<file path="config.mk">
export PLATFORM = sky130hd
export DESIGN_NAME = stop_ctl
export DESIGN_NICKNAME = d
export VERILOG_FILES = /design/src/hdl/stop_ctl_pkg.sv /design/src/hdl/stop_ctl.sv /design/src/hdl/step_timer.sv
export SDC_FILE = /design/constraint.sdc
export NUM_CORES = 1
export LEC_CHECK = 0
export ABC_CLOCK_PERIOD_IN_PS = 2700
export CAP_MARGIN = 20
export CORE_MARGIN = 2
export CORE_UTILIZATION = 25
export DETAILED_ROUTE_END_ITERATION = 12
export DONT_BUFFER_PORTS = 1
export GPL_ROUTABILITY_DRIVEN = 0
export HOLD_SLACK_MARGIN = 0.15
export PLACE_DENSITY = 0.43
export SETUP_SLACK_MARGIN = 0.1
export SLEW_MARGIN = 20
export SYNTH_ARGS = -nofsm -noshare
export SYNTH_HDL_FRONTEND = slang
export SYNTH_SLANG_ARGS = --single-unit
</file>
<file path="constraint.sdc">
create_clock -name clk -period 2.7 [get_ports clk]
set_input_delay 0.54 -clock clk [delete_from_list [all_inputs] [get_ports clk]]
set_output_delay 0.54 -clock clk [all_outputs]
set_load 0.05 [all_outputs]
</file>
<file path="src/hdl/stop_ctl_pkg.sv">
/*
 Constants, mode codes and sequencing counts for the low-leakage stop controller.
 Assumes a single 250 MHz clock and an asynchronous active-high reset.
*/
// Contract
// - Very low power stop: core static, detection off
// - Continuous converter in that stop disables biasing
// - Deep leak stop retains everything, wakeup interrupt
// - Partial leak stop keeps 16 or 32 KB
// - Leak and upper vleak stops retain radio logic
// - Full RAM vleak stop retains all, wakeup reset
// - Partial vleak stop keeps selected RAM, reset exit
// - Lowest vleak stops drop SRAM, keep register file
// - Lowest vleak stops power-gate radio logic
// - No-RAM stop peripheral set depends on clock
// - Minimum stop only with converter in bypass
// - Minimum stop: analog off, pads held, pins wake
// - Minimum stop offers brown-out on or off
// - Brown-out off variant disables the detector
// - Wait instruction plus deep-sleep select picks stop
package stop_ctl_pkg;
    typedef enum logic [3:0] {
        MODE_VLP_STOP = 4'h0,
        MODE_LEAK_DEEP = 4'h1,
        MODE_LEAK_PART = 4'h2,
        MODE_VLEAK_FULL = 4'h3,
        MODE_VLEAK_PART = 4'h4,
        MODE_VLEAK_NORAM = 4'h5,
        MODE_VLEAK_MIN = 4'h6,
        MODE_VLEAK_MIN_NOBOD = 4'h7
    } stop_mode_e;

    typedef enum logic [1:0] {
        CONV_BUCK = 2'h0,
        CONV_BOOST = 2'h1,
        CONV_BYPASS = 2'h2
    } conv_cfg_e;

    typedef enum logic [3:0] {
        ST_RUN = 4'h0,
        ST_WAIT = 4'h1,
        ST_GATE_CLK = 4'h2,
        ST_ISOLATE = 4'h3,
        ST_POWER = 4'h4,
        ST_STOPPED = 4'h5,
        ST_UNPOWER = 4'h6,
        ST_UNISOLATE = 4'h7,
        ST_UNGATE = 4'h8
    } seq_state_e;

    // Settle time for each sequencing step
    localparam int STEP_NS = 40;
    localparam int CLK_NS = 4;
    localparam logic [3:0] STEP_CYCLES = 4'((STEP_NS + CLK_NS - 1) / CLK_NS);
    localparam logic [3:0] STEP_RESET = 4'h0;
endpackage

</file>
<file path="src/hdl/stop_ctl.sv">
/*
 Stop-mode sequencer: takes the core's wait-for-interrupt with deep-sleep select,
 walks the entry sequence, holds per-domain controls, and leaves on a wakeup.
 Assumes wakeup sources and core requests are synchronous to clk; pin wakeups are
 synchronised here.
*/
`timescale 1ns/1ps
`default_nettype none
module stop_ctl (
    input wire logic clk,
    input wire logic rst,
    input wire logic wait_for_interrupt_instr,
    input wire logic deep_sleep_select,
    input wire logic [3:0] mode_select,
    input wire logic ram_32k_select,
    input wire logic converter_continuous,
    input wire logic [1:0] converter_cfg,
    input wire logic rtc_on_osc32k,
    input wire logic periph_irq,
    input wire logic wakeup_unit_irq,
    input wire logic pin_wakeup,
    output logic core_clk_gate,
    output logic core_sleeping,
    output logic isolate,
    output logic low_voltage_detect_en,
    output logic bias_en,
    output logic ram_low_on,
    output logic ram_high_on,
    output logic ram_rest_on,
    output logic regfile_on,
    output logic radio_retain,
    output logic radio_power_gate,
    output logic radio_deep_sleep_en,
    output logic wakeup_unit_en,
    output logic low_power_timer_en,
    output logic rtc_en,
    output logic analog_comparator_en,
    output logic touch_sense_input_en,
    output logic low_power_oscillator_en,
    output logic pmc_analog_en,
    output logic pad_output_hold,
    output logic brown_out_en,
    output logic wakeup_reset,
    output logic req_refused
);
    typedef struct packed {
        stop_ctl_pkg::seq_state_e st;
        stop_ctl_pkg::stop_mode_e mode;
        logic ram32;
        logic rtc32;
        logic refused;
        logic wrst;
        logic pin_s1;
        logic pin_s2;
    } state_s;

    state_s cur_reg;
    state_s cur_next;
    logic step_load;
    logic step_done;
    logic allowed;
    logic wake;
    logic deep_stop;

    // One pacing counter serves every step, since steps never overlap
    step_timer timer_u (
        .clk(clk),
        .rst(rst),
        .load(step_load),
        .done(step_done)
    );

    always_comb begin
        // Minimum stops only in bypass; codes above 7 are not modes
        allowed = !mode_select[3];
        if ((mode_select == 4'(stop_ctl_pkg::MODE_VLEAK_MIN)) ||
            (mode_select == 4'(stop_ctl_pkg::MODE_VLEAK_MIN_NOBOD))) begin
            allowed = (converter_cfg == 2'(stop_ctl_pkg::CONV_BYPASS));
        end
        deep_stop = (cur_reg.mode == stop_ctl_pkg::MODE_VLEAK_MIN) ||
                    (cur_reg.mode == stop_ctl_pkg::MODE_VLEAK_MIN_NOBOD);
        // Minimum stops listen to pins only
        if (deep_stop) begin
            wake = cur_reg.pin_s2;
        end else if (cur_reg.mode == stop_ctl_pkg::MODE_VLP_STOP) begin
            wake = periph_irq || wakeup_unit_irq || cur_reg.pin_s2;
        end else begin
            wake = wakeup_unit_irq || cur_reg.pin_s2;
        end
    end

    always_comb begin
        cur_next = cur_reg;
        step_load = 1'b0;
        cur_next.pin_s1 = pin_wakeup;
        cur_next.pin_s2 = cur_reg.pin_s1;
        cur_next.refused = 1'b0;
        cur_next.wrst = 1'b0;
        case (cur_reg.st)
            stop_ctl_pkg::ST_RUN: begin
                if (wait_for_interrupt_instr && deep_sleep_select) begin
                    if (allowed) begin
                        cur_next.mode = stop_ctl_pkg::stop_mode_e'(mode_select);
                        cur_next.ram32 = ram_32k_select;
                        cur_next.rtc32 = rtc_on_osc32k;
                        cur_next.st = stop_ctl_pkg::ST_GATE_CLK;
                        step_load = 1'b1;
                    end else begin
                        cur_next.refused = 1'b1;
                    end
                end else if (wait_for_interrupt_instr) begin
                    cur_next.st = stop_ctl_pkg::ST_WAIT;
                end
            end
            stop_ctl_pkg::ST_WAIT: begin
                if (periph_irq || wakeup_unit_irq || cur_reg.pin_s2) begin
                    cur_next.st = stop_ctl_pkg::ST_RUN;
                end
            end
            stop_ctl_pkg::ST_GATE_CLK: begin
                if (step_done) begin
                    cur_next.st = stop_ctl_pkg::ST_ISOLATE;
                    step_load = 1'b1;
                end
            end
            stop_ctl_pkg::ST_ISOLATE: begin
                if (step_done) begin
                    cur_next.st = stop_ctl_pkg::ST_POWER;
                    step_load = 1'b1;
                end
            end
            stop_ctl_pkg::ST_POWER: begin
                if (step_done) begin
                    cur_next.st = stop_ctl_pkg::ST_STOPPED;
                end
            end
            stop_ctl_pkg::ST_STOPPED: begin
                if (wake) begin
                    cur_next.st = stop_ctl_pkg::ST_UNPOWER;
                    step_load = 1'b1;
                end
            end
            stop_ctl_pkg::ST_UNPOWER: begin
                if (step_done) begin
                    cur_next.st = stop_ctl_pkg::ST_UNISOLATE;
                    step_load = 1'b1;
                end
            end
            stop_ctl_pkg::ST_UNISOLATE: begin
                if (step_done) begin
                    cur_next.st = stop_ctl_pkg::ST_UNGATE;
                    step_load = 1'b1;
                end
            end
            stop_ctl_pkg::ST_UNGATE: begin
                if (step_done) begin
                    cur_next.st = stop_ctl_pkg::ST_RUN;
                    // Vleak modes leave through a reset, not an interrupt
                    cur_next.wrst = (cur_reg.mode >= stop_ctl_pkg::MODE_VLEAK_FULL);
                end
            end
            default: begin
                cur_next.st = stop_ctl_pkg::ST_RUN;
            end
        endcase
    end

    // Reset lands in run with every domain powered and nothing isolated
    always_ff @(posedge clk or posedge rst) begin
        if (rst) begin
            cur_reg <= '{st: stop_ctl_pkg::ST_RUN, mode: stop_ctl_pkg::MODE_VLP_STOP,
                         default: 1'b0};
        end else begin
            cur_reg <= cur_next;
        end
    end

    logic clk_off;
    logic iso_on;
    logic pwr_on;
    logic m_very_low_power_stop;
    logic m_leak;
    logic m_vfull;
    logic m_vpart;
    logic m_noram;

    // Power applies only between isolation and release, so domains never drop unisolated
    assign clk_off = (cur_reg.st != stop_ctl_pkg::ST_RUN) &&
                     (cur_reg.st != stop_ctl_pkg::ST_WAIT);
    assign iso_on = clk_off && (cur_reg.st != stop_ctl_pkg::ST_GATE_CLK) &&
                    (cur_reg.st != stop_ctl_pkg::ST_UNGATE);
    assign pwr_on = (cur_reg.st == stop_ctl_pkg::ST_POWER) ||
                    (cur_reg.st == stop_ctl_pkg::ST_STOPPED);
    assign m_very_low_power_stop = pwr_on && (cur_reg.mode == stop_ctl_pkg::MODE_VLP_STOP);
    assign m_leak = pwr_on && ((cur_reg.mode == stop_ctl_pkg::MODE_LEAK_DEEP) ||
                               (cur_reg.mode == stop_ctl_pkg::MODE_LEAK_PART));
    assign m_vfull = pwr_on && (cur_reg.mode == stop_ctl_pkg::MODE_VLEAK_FULL);
    assign m_vpart = pwr_on && (cur_reg.mode == stop_ctl_pkg::MODE_VLEAK_PART);
    assign m_noram = pwr_on && (cur_reg.mode == stop_ctl_pkg::MODE_VLEAK_NORAM);

    assign core_clk_gate = clk_off;
    assign core_sleeping = clk_off || (cur_reg.st == stop_ctl_pkg::ST_WAIT);
    assign isolate = iso_on;
    assign low_voltage_detect_en = !pwr_on;
    assign bias_en = !(m_very_low_power_stop && converter_continuous);
    // Low 16 KB kept in partial modes; upper 16 KB only when 32 KB chosen
    assign ram_low_on = !pwr_on || m_very_low_power_stop || m_leak || m_vfull || m_vpart;
    assign ram_high_on = ram_low_on && !((cur_reg.mode == stop_ctl_pkg::MODE_LEAK_PART ||
                         m_vpart) && pwr_on && !cur_reg.ram32);
    assign ram_rest_on = !pwr_on || m_very_low_power_stop || m_vfull ||
                         (m_leak && cur_reg.mode == stop_ctl_pkg::MODE_LEAK_DEEP);
    assign regfile_on = 1'b1;
    // Radio logic keeps state down to the partial vleak stop and is gated below
    assign radio_retain = m_leak || m_vfull || m_vpart;
    assign radio_deep_sleep_en = !pwr_on || m_very_low_power_stop || m_leak || m_vfull || m_vpart;
    assign radio_power_gate = pwr_on && (cur_reg.mode >= stop_ctl_pkg::MODE_VLEAK_NORAM);
    // In the minimum stops only the pin path stays awake, and in MODE_VLEAK_MIN the brown-out detector
    assign wakeup_unit_en = !pwr_on || !deep_stop;
    assign low_power_timer_en = !pwr_on || !deep_stop;
    assign rtc_en = !pwr_on || !deep_stop;
    assign analog_comparator_en = !pwr_on || !deep_stop;
    assign touch_sense_input_en = !pwr_on || (!deep_stop && !(m_noram && cur_reg.rtc32));
    assign low_power_oscillator_en = !(pwr_on && deep_stop);
    assign pmc_analog_en = !(pwr_on && deep_stop);
    assign pad_output_hold = iso_on;
    assign brown_out_en = !(pwr_on && cur_reg.mode == stop_ctl_pkg::MODE_VLEAK_MIN_NOBOD);
    assign wakeup_reset = cur_reg.wrst;
    assign req_refused = cur_reg.refused;

    // Entry, refusal and exit sequencing
    very_low_power_stop_bias_a: assert property (@(posedge clk) disable iff (rst)
        (cur_reg.st == stop_ctl_pkg::ST_STOPPED && cur_reg.mode == stop_ctl_pkg::MODE_VLP_STOP
         && converter_continuous) |-> !bias_en) else $error("bias on in stop");
    min_bypass_a: assert property (@(posedge clk) disable iff (rst)
        (cur_reg.st == stop_ctl_pkg::ST_RUN && wait_for_interrupt_instr && deep_sleep_select
         && mode_select[3:1] == 3'h3 && converter_cfg != 2'(stop_ctl_pkg::CONV_BYPASS))
        |=> cur_reg.st == stop_ctl_pkg::ST_RUN) else $error("minimum stop without bypass");
    refuse_stay_a: assert property (@(posedge clk) disable iff (rst)
        (cur_reg.st == stop_ctl_pkg::ST_RUN && wait_for_interrupt_instr && deep_sleep_select
         && !allowed) |=> cur_reg.st == stop_ctl_pkg::ST_RUN && req_refused)
        else $error("refused request moved state");
    entry_order_a: assert property (@(posedge clk) disable iff (rst)
        $rose(isolate) |-> $past(core_clk_gate) && !pwr_on) else $error("isolate early");
    exit_order_a: assert property (@(posedge clk) disable iff (rst)
        $fell(isolate) |-> core_clk_gate && !pwr_on) else $error("clock ungated early");
    radio_gate_a: assert property (@(posedge clk) disable iff (rst)
        radio_power_gate |-> !radio_retain && isolate) else $error("radio gated badly");
    nobod_off_a: assert property (@(posedge clk) disable iff (rst)
        (cur_reg.st == stop_ctl_pkg::ST_STOPPED && cur_reg.mode ==
         stop_ctl_pkg::MODE_VLEAK_MIN_NOBOD) |-> !brown_out_en && !low_power_oscillator_en)
        else $error("brown-out left on");
    min_pin_a: assert property (@(posedge clk) disable iff (rst)
        (cur_reg.st == stop_ctl_pkg::ST_STOPPED && deep_stop && !cur_reg.pin_s2)
        |=> cur_reg.st == stop_ctl_pkg::ST_STOPPED) else $error("non-pin wake");
    wake_reset_a: assert property (@(posedge clk) disable iff (rst)
        (cur_reg.st == stop_ctl_pkg::ST_STOPPED && wake && cur_reg.mode >=
         stop_ctl_pkg::MODE_VLEAK_FULL) |-> ##[20:40] wakeup_reset)
        else $error("no wakeup reset");
    irq_exit_a: assert property (@(posedge clk) disable iff (rst)
        (cur_reg.st == stop_ctl_pkg::ST_UNGATE && step_done && cur_reg.mode <
         stop_ctl_pkg::MODE_VLEAK_FULL) |=> !wakeup_reset)
        else $error("reset on interrupt exit");
    wfi_wait_a: assert property (@(posedge clk) disable iff (rst)
        (cur_reg.st == stop_ctl_pkg::ST_RUN && wait_for_interrupt_instr && !deep_sleep_select)
        |=> cur_reg.st == stop_ctl_pkg::ST_WAIT) else $error("wait not entered");
    wait_exit_a: assert property (@(posedge clk) disable iff (rst)
        (cur_reg.st == stop_ctl_pkg::ST_WAIT && periph_irq)
        |=> !core_sleeping) else $error("wait not left");

    // Mode contents, checked once the power controls apply
    very_low_power_stop_periph_a: assert property (@(posedge clk) disable iff (rst)
        (pwr_on && cur_reg.mode == stop_ctl_pkg::MODE_VLP_STOP) |-> !low_voltage_detect_en
        && low_power_timer_en && rtc_en && analog_comparator_en && touch_sense_input_en)
        else $error("peripheral off in very low power stop");
    part_ram_a: assert property (@(posedge clk) disable iff (rst)
        (pwr_on && (cur_reg.mode == stop_ctl_pkg::MODE_LEAK_PART ||
         cur_reg.mode == stop_ctl_pkg::MODE_VLEAK_PART)) |-> ram_low_on && !ram_rest_on
        && ram_high_on == cur_reg.ram32) else $error("partial RAM set wrong");
    radio_keep_a: assert property (@(posedge clk) disable iff (rst)
        (pwr_on && cur_reg.mode != stop_ctl_pkg::MODE_VLP_STOP &&
         cur_reg.mode < stop_ctl_pkg::MODE_VLEAK_NORAM) |-> radio_retain && radio_deep_sleep_en
        && !radio_power_gate) else $error("radio logic not retained");
    sram_off_a: assert property (@(posedge clk) disable iff (rst)
        (pwr_on && cur_reg.mode >= stop_ctl_pkg::MODE_VLEAK_NORAM) |-> regfile_on
        && !ram_low_on && !ram_high_on && !ram_rest_on) else $error("SRAM left powered");
    noram_touch_a: assert property (@(posedge clk) disable iff (rst)
        (pwr_on && cur_reg.mode == stop_ctl_pkg::MODE_VLEAK_NORAM) |-> wakeup_unit_en
        && touch_sense_input_en == !cur_reg.rtc32) else $error("touch sense set wrong");
    min_analog_a: assert property (@(posedge clk) disable iff (rst)
        (pwr_on && deep_stop) |-> !pmc_analog_en && pad_output_hold
        && !low_power_oscillator_en && !wakeup_unit_en) else $error("minimum stop left on");
    bod_on_a: assert property (@(posedge clk) disable iff (rst)
        (pwr_on && cur_reg.mode == stop_ctl_pkg::MODE_VLEAK_MIN) |-> brown_out_en)
        else $error("brown-out off in minimum stop");

    // Main flows: stop, reset exit, refusal, wait, pin wake
    cv_stop: cover property (@(posedge clk) cur_reg.st == stop_ctl_pkg::ST_STOPPED);
    cv_reset: cover property (@(posedge clk) wakeup_reset);
    cv_refuse: cover property (@(posedge clk) req_refused);
    cv_wait: cover property (@(posedge clk) cur_reg.st == stop_ctl_pkg::ST_WAIT);
    cv_pin_wake: cover property (@(posedge clk)
        cur_reg.st == stop_ctl_pkg::ST_STOPPED && deep_stop && wake);
endmodule
`default_nettype wire

</file>
<file path="src/hdl/step_timer.sv">
/*
 Down-counter that paces one sequencing step.
 Assumes load and count come from logic on the same clock.
*/
`timescale 1ns/1ps
`default_nettype none
module step_timer (
    input wire logic clk,
    input wire logic rst,
    input wire logic load,
    output logic done
);
    logic [3:0] cnt_reg;

    always_ff @(posedge clk or posedge rst) begin
        if (rst) begin
            cnt_reg <= stop_ctl_pkg::STEP_RESET;
        end else if (load) begin
            cnt_reg <= stop_ctl_pkg::STEP_CYCLES;
        end else if (cnt_reg != 4'h0) begin
            cnt_reg <= cnt_reg - 4'h1;
        end
    end

    // Plain count compare: load is raised from done, so it must not feed back
    assign done = (cnt_reg == 4'h0);
endmodule
`default_nettype wire

</file>
# Word-level counts from Yosys, hierarchy flattened
# Cells that the tools add are included.
# classes
order_cmp	2
muxes	27
n_reduce_logical	56
n_eq_ne	31
add_sub_neg	1
# op_table
cell	n
4-bit two-way mux	12
4-bit by 3-bit == test with 1-bit output (second input constant)	10
4-bit case mux with 9 select lines	1
1-bit logical AND	19
1-bit logical OR	19
4-bit by 2-bit == test with 1-bit output (second input constant)	4
2-bit != test (second input constant)	8
4-bit zero test	3
1-bit two-way mux	12
10-bit two-way mux	1
10-bit AND reduction	1
1-bit zero test	9
4-bit by 1-bit == test with 1-bit output (second input constant)	2
4-bit nonzero test	2
3-bit != test (second input constant)	2
4-bit == test (second input constant)	1
4-bit by 2-bit greater-or-equal comparator with 1-bit output (second input constant)	1
4-bit by 3-bit greater-or-equal comparator with 1-bit output (second input constant)	1
4-bit by 1-bit != test with 1-bit output (second input constant)	1
4-bit by 2-bit != test with 1-bit output (second input constant)	1
4-bit != test (second input constant)	1
4-bit OR reduction	1
4-bit by 1-bit subtractor with 4-bit output (second input constant)	1
1-bit case mux with 3 select lines	1
3 further kinds	3
# totals
wordCells	126
ff_bits	18
inputBits	16
out_inout_bits	23

# Longest topological paths before layout
# Gate-level depths: netlist of run 1.
# logic_depth
ltp_word	8
ltp_mapped	7
mapped_depth_nobuf	6

# Cells and area by module
# A second synthesis of run 1 with hierarchy kept.
# hier_totals
cells_unflattened	129
area_unflattened_um2	1214.9
# modules_own_cells
mod	n_inst	area_per_inst_um2	cells_each
stop_ctl	1	984.7	107
step_timer	1	230.2	22

# Worst setup path before layout of run 1
# OpenSTA, ideal clock, no wires.
# synth_path
path_type	register to output
from	register cur_reg[12] (netlist name)
to	output radio_retain
path_slack_ns	-0.848
t_arrival_ns	3.008
required_time_ns	2.160
path_buffers	1
path_stages_with_launch	5
path_cell_list	dfrtp_1 -> clkbuf_1 -> nor3b_1 -> inv_1 -> nor4_1
# synth_between
elab_chain_cells	5
word_cells_on_any_way	8
cone_classes	eq/ne: 2; reduce/logical: 6
# synth_lines
element	line_no	source
start: declaration	stop_ctl.sv:57	state_s cur_reg;
start signal: assignment	stop_ctl.sv:171	cur_reg <= '{st: stop_ctl_pkg::ST_RUN, mode: stop_ctl_pkg::MODE_VLP_STOP,
start signal: assignment	stop_ctl.sv:174	cur_reg <= cur_next;
4-bit by 3-bit == test with 1-bit output (on tied branches)	stop_ctl.sv:192, stop_ctl.sv:193	
1-bit logical OR (*)	stop_ctl.sv:192	assign pwr_on = (cur_reg.st == stop_ctl_pkg::ST_POWER) ||
1-bit logical AND (on tied branches)	stop_ctl.sv:195, stop_ctl.sv:197	
1-bit logical OR	stop_ctl.sv:214	assign radio_retain = m_leak || m_vfull || m_vpart;
1-bit logical OR (*)	stop_ctl.sv:214	
end: declaration	stop_ctl.sv:31	output logic radio_retain,
# Every way passes the cells marked *; elsewhere a longest branch is shown, timed or not.

# Final worst setup path of run 1
# layout_path
from	register cur_reg[12] (netlist name)
to	output analog_comparator_en
# layout_between
elab_chain_cells	4
word_cells_on_any_way	5
cone_classes	eq/ne: 2; reduce/logical: 3
# layout_lines
element	line_no	source
4-bit by 3-bit == test with 1-bit output (on tied branches)	stop_ctl.sv:192, stop_ctl.sv:193	
1-bit logical OR (*)	stop_ctl.sv:192	
1-bit zero test (*)	-	
named net low_voltage_detect_en	stop_ctl.sv:25	output logic low_voltage_detect_en,
1-bit logical OR (*)	stop_ctl.sv:221	assign analog_comparator_en = !pwr_on || !deep_stop;
end: declaration	stop_ctl.sv:37	output logic analog_comparator_en,
# Mark *: on every way through the listed nets, which the timed path passes. The rest lies on a longest branch.

==> flow_metrics.py, run 1 <==
metrics = {
    "outcome": {
        "status": "finished, final reports clean",
    },
    "finish": {
        "stdcell_count": 180,
        "layout-drive-gt1-share_pct": 29.69,
        "syn_to_final_growth_pct": 14.76,
        "fin_area_um2": 1333,
        "largest_reg_flops": 11,
        "fin_nets": 146,
        "antennaDiodeCount": 0,
    },
    "floorplanning": {
        "rows": 24,
        "ios": 39,
        "die-area_um2": 5206,
        "initial_core_util_pct": 26.30,
        "die_y_um": 72.15,
        "core_um2": 4414,
        "die_x_um": 72.15,
    },
    "logic_synthesis": {
        "ys_async_sr_fraction_pct": 100.0,
        "syn_inst": 128,
        "yosysSeqAreaShare_pct": 38.79,
        "yosys_warnings": 0,
        "syn_avg_cell_area_um2": 9.071,
        "synth-seq-cells": 18,
        "syn_area_um2": 1161,
        "synth-edff-count": 0,
        "ys.flop_type": "dfrtp_1",
        "synth_nets": 145,
        "ys_types": 45,
    },
    "critical_path": {
        "slowest_stage": "dfrtp_1",
        "path_max_fanout": 11,
        "endpoint_kind": "output port",
        "r2r-start": "cur_reg[13]",
        "max_stage_delay_ns": 0.53,
        "critical_path_class": "flip-flop to output port",
        "critical-path-top-delay-family": "simple AND/OR/NAND/NOR gates",
        "crit_path_start_kind": "flip-flop",
        "critPathRequiredTime_ns": 2.16,
        "critical_path.startpoint": "cur_reg[12]",
        "crit_chain": "nor3b_4 -> inv_2 -> nor2_1 -> nand3_4 -> buf_12",
        "critical_path_arrival_ns": 1.92,
        "critPathBufInv": 2,
    },
    "sta": {
        "hold_slack_ns": 0.2731,
        "tns_ns": 0,
        "tightest_slew_ns": 0.6791,
        "fin_crit_ns": 2.459,
        "finalHoldViolations": 0,
        "fin_skew_ns": 0.001085,
        "fin_crit_sh_pct": 91.06,
        "rsz0062_at_grt": "no",
        "slew_violations": 0,
        "max_freq_mhz": 406.7,
        "relSlewSlack_pct": 54.68,
        "finalSetupViolations": 0,
    },
    "routing": {
        "wl_um": 2527,
        "antenna_left": 0,
        "drc": 0,
        "post_drt_via_cell_ratio": 4.800,
        "drt_pass1_iterations": 3,
        "drt_iter0_markers": 31,
        "wl_per_cell_um": 14.04,
        "vias": 864,
    },
    "grt": {
        "grt_pass1_vias": 862,
        "overflow": 0,
        "grt_usage_pct": 10.17,
        "grt_pass1_wl_um": 4133,
        "antenna_found_initial": 0,
        "grt_max_degree": 19,
    },
    "clocking": {
        "cts_tree": "yes",
        "clockRootBuffer": "clkbuf_8",
        "cts_hold_buf": 0,
        "cts_buffers": 3,
        "cts_resized": 0,
        "clk_pin_slew_ns": 0.07,
        "postCtsSetupBuffers": 0,
        "cts_max_level": 1,
        "cts_sinks": 18,
        "cts_buffer_depth": 2,
        "clk-insertion-delay-late_ns": 0.25,
    },
    "power": {
        "ir_drop_mv": 0.2710,
        "power_uw": 1701,
        "power_density_nw_per_um2": 1276,
        "p_leak_uw": 0.0005285,
    },
    "place": {
        "place_area_um2": 1277,
        "portBuffers": 0,
        "dp_hpwl_um": 1975,
        "placedCellCount": 176,
    },
    "flow_run": {
        "cap_violations": 0,
    },
    "hold_path": {
        "min_path_type": "input port to async pin",
    },
}
==> cell usage in the layout (no fill, tap or decap), types with 2 or more instances in the layout <==
| cell | instances |
|---|---|
| nand2_1 | 6 |
| nand2b_1 | 3 |
| clkbuf_8 | 4 |
| inv_1 | 5 |
| nand3b_1 | 2 |
| buf_4 | 12 |
| mux2_2 | 6 |
| dfrtp_1 | 18 |
| a211oi_1 | 2 |
| o21ai_0 | 3 |
| xnor2_1 | 2 |
| nand3_1 | 4 |
| nor2b_1 | 2 |
| nor3_1 | 4 |
| a21oi_1 | 5 |
| nor2_1 | 13 |
==> cell usage after synthesis, drive strengths merged, types with 2 or more instances <==
cell | instances | share of area (%)
nand2 | 6 | 1.9
nor2b | 2 | 1.1
nor3 | 4 | 1.7
nor2 | 14 | 4.5
o21bai | 2 | 1.3
o31ai | 2 | 1.3
a21oi | 5 | 2.2
nor3b | 2 | 1.3
dfrtp | 18 | 39
inv | 7 | 2.3
o21ai | 5 | 2.5
a211oi | 2 | 1.3
buf | 14 | 9.2
nor4 | 2 | 1.1
nand3b | 2 | 1.3
xnor2 | 2 | 1.5
nand2b | 3 | 1.6
mux2 | 6 | 5.8
or3 | 2 | 1.2
nand3 | 5 | 2.2
clkbuf | 3 | 0.97
==> where the power goes <==
part,switching [µW],internal [µW],leakage [µW]
logic,593,351,0.000275
registers,168,366,0.000225
clock network,93.1,129,0.0000288
total,854,847,0.000528
==> layout make-up <==
class | instances | area, µm²
multi-input cells | 86 | 621.8
clock buffers | 4 | 55.05
inverters | 7 | 30.03
repair buffers | 13 | 110.1
well taps | 52 | 65.06
fillers | 457 | 3082
flip-flops and latches | 18 | 450.4
==> logic make-up (layout without fill, tap and decap cells) <==
kind of cell             after synthesis  count (layout)  share of synthesized area [%]
AND/OR/NAND/NOR                       50              50                          23.17
other                                  1               1                         0.3230
buffers and inverters                 24              24                          12.39
flip-flops                            18              18                          38.79
XOR/XNOR                               2               2                          1.509
AO/OA/AOI/OAI                         26              26                          16.92
adder cells (fa/ha/maj)                1               1                          1.077
multiplexers                           6               6                          5.819
==> metrics by stage <==
| step | util, % | setup WS, ns |
|---|---|---|
| 2_1_floorplan | - | 0.1843 |
| 3_3_place_gp | 28.94 | 0.4391 |
| 6_report | 30.19 | 0.2413 |
| 4_1_cts | 30.19 | 0.2421 |
| 3_5_place_dp | 28.94 | 0.3967 |
| 5_1_grt | 30.19 | 0.1422 |
==> layer usage <==
metal  share of wire [%]  track usage [%]  up-vias
li1                    -                -      438
met1                  44            12.74      407
met2                  49            16.92       17
met3                 6.1            2.917        2
met4                0.67            3.145        0
met5                   0                0        -
==> worst paths after layout <==
path / to / slack (ns) / depth (start not counted)
min reg2reg: cur_reg[0] / 0.38 / 0
min: wakeup_reset / 0.27 / 1
max reg2reg: cur_reg[5] / 0.40 / 3
max in group asynchronous: cur_reg[9] / 2.00 / 1
max: analog_comparator_en / 0.24 / 5
min in group clk: cur_next[0] / 0.31 / 0
Note: power is estimated with default switching activity, not from simulation.
==> run 2, diff against run 1 <==
- CORE_UTILIZATION: 25 -> 30
- PLACE_DENSITY: 0.43 -> 0.49
==> run 2 against run 1 <==
Compared with the run above:
- die area decreased by 16%
- maximum frequency increased by 2.7%
- hold slack improved by 0.013 ns
- flip-flop and latch count unchanged
- largest power group unchanged
==> flow_metrics.py, run 2 (synthesis gave the netlist of run 1 again) <==
metrics = {
    "place": {
        "pre_cts_slack_ns": 0.4101,
        "portBuffers": 0,
        "dp_hpwl_um": 1885,
        "placedCellCount": 171,
    },
    "routing": {
        "wl_um": 2500,
        "drt_iter0_markers": 56,
        "drc": 0,
        "drt_pass1_iterations": 4,
        "wl_per_cell_um": 14.29,
        "vias": 865,
        "antenna_left": 0,
        "post_drt_via_cell_ratio": 4.943,
    },
    "sta": {
        "finalHoldViolations": 0,
        "relSlewSlack_pct": 52.92,
        "slew_violations": 0,
        "tightest_slew_ns": 0.7054,
        "fin_crit_sh_pct": 88.65,
        "tns_ns": 0,
        "hold_slack_ns": 0.2862,
        "fin_crit_ns": 2.394,
        "fin_skew_ns": 0.002486,
        "setup_ws_ns": 0.3064,
        "rsz0062_at_grt": "no",
        "max_freq_mhz": 417.8,
        "finalSetupViolations": 0,
    },
    "critical_path": {
        "rrSetupSlack_ns": 0.40,
        "r2r_cells": 3,
        "critical_path_class": "flip-flop to output port",
        "path_max_fanout": 11,
        "endpoint_kind": "output port",
        "max_stage_delay_ns": 0.52,
        "crit_path_start_kind": "flip-flop",
        "slowest_stage": "dfrtp_1",
        "critPathBufInv": 2,
        "critPathRequiredTime_ns": 2.16,
        "critical_path_arrival_ns": 1.85,
        "r2r-start": "cur_reg[13]",
        "crit_chain": "nor3b_4 -> inv_2 -> nor2_2 -> nand3_4 -> buf_12",
        "cp_num_cells": 5,
        "r2r_end": "cur_reg[5]",
        "critical-path-top-delay-family": "simple AND/OR/NAND/NOR gates",
    },
    "power": {
        "ir_drop_mv": 0.4786,
        "p_leak_uw": 0.0005231,
        "power_density_nw_per_um2": 1269,
    },
    "flow_run": {
        "cap_violations": 0,
    },
    "clocking": {
        "cts_sinks": 18,
        "cts_buffers": 3,
        "cts_max_level": 1,
        "cts_tree": "yes",
        "clockRootBuffer": "clkbuf_8",
        "clk-insertion-delay-late_ns": 0.25,
        "cts_buffer_depth": 2,
        "clk_pin_slew_ns": 0.07,
        "postCtsSetupBuffers": 0,
    },
    "floorplanning": {
        "die-area_um2": 4384,
        "rows": 22,
        "die_y_um": 66.21,
        "ios": 39,
        "die_x_um": 66.21,
        "initial_core_util_pct": 31.48,
        "core_um2": 3689,
    },
    "finish": {
        "layout_commonest_cell": "dfrtp_1",
        "fin_nets": 145,
        "antennaDiodeCount": 0,
        "largest_reg_flops": 11,
        "stdcell_count": 175,
        "layout_common_cells": "dfrtp_1 (18), nor2_1 (12), buf_4 (11), nand2_1 (6), mux2_2 (6)",
        "layout-drive-gt1-share_pct": 29.92,
        "syn_to_final_growth_pct": 13.90,
    },
    "grt": {
        "grt_usage_pct": 12.19,
        "overflow": 0,
        "antenna_found_initial": 0,
        "grt_max_degree": 19,
        "grt_pass1_vias": 822,
        "grt_pass1_wl_um": 4077,
    },
    "outcome": {
        "status": "finished, final reports clean",
    },
    "hold_path": {
        "min_path_type": "input port to async pin",
    },
}
## run 2: how the worst max path moves through the flow
stage                           start                      end
after detailed placement  cur_reg[13]               cur_reg[5]
after floorplan           cur_reg[12]               ram_low_on
after global routing      cur_reg[12]                   rtc_en
after CTS                 cur_reg[12]  low_power_oscillator_en
final                     cur_reg[12]  low_power_oscillator_en
after global placement    cur_reg[13]               cur_reg[5]
## run 2: where the power goes
group	switching, µW	internal, µW
logic	572	342
registers	182	366
clock network	86.8	129
total	840	838
## run 2: timing repair
item                                    4_1_cts  5_1_grt
gates resized for setup                       0        1
endpoints found under the setup margin        0        7
hold buffers                                  0        0
## run 2: layout make-up
class | instances | area [µm²]
fillers | 386 | 2366
repair buffers | 12 | 102.6
flip-flops and latches | 18 | 450.4
multi-input cells | 86 | 624.3
clock buffers | 4 | 55.05
well taps | 48 | 60.06
inverters | 7 | 30.03
## run 2: layer usage
| metal | track usage [%] | routed length, µm |
|---|---|---|
| met5 | 0 | 0 |
| met1 | 15.71 | 1083 |
| met4 | 3.061 | 21 |
| met3 | 4.429 | 198 |
| met2 | 19.25 | 1196 |
## run 2: per-stage QoR
| stage | power [µW] | util (%) | cell area, µm² |
|---|---|---|---|
| 2_1_floorplan | 1341 | - | 1205 |
| 3_3_place_gp | 1455 | 34.29 | 1265 |
| 3_5_place_dp | 1470 | 34.29 | 1265 |
| 4_1_cts | 1696 | 35.79 | 1320 |
| 5_1_grt | 1819 | 35.85 | 1323 |
| 6_report | 1678 | 35.85 | 1323 |
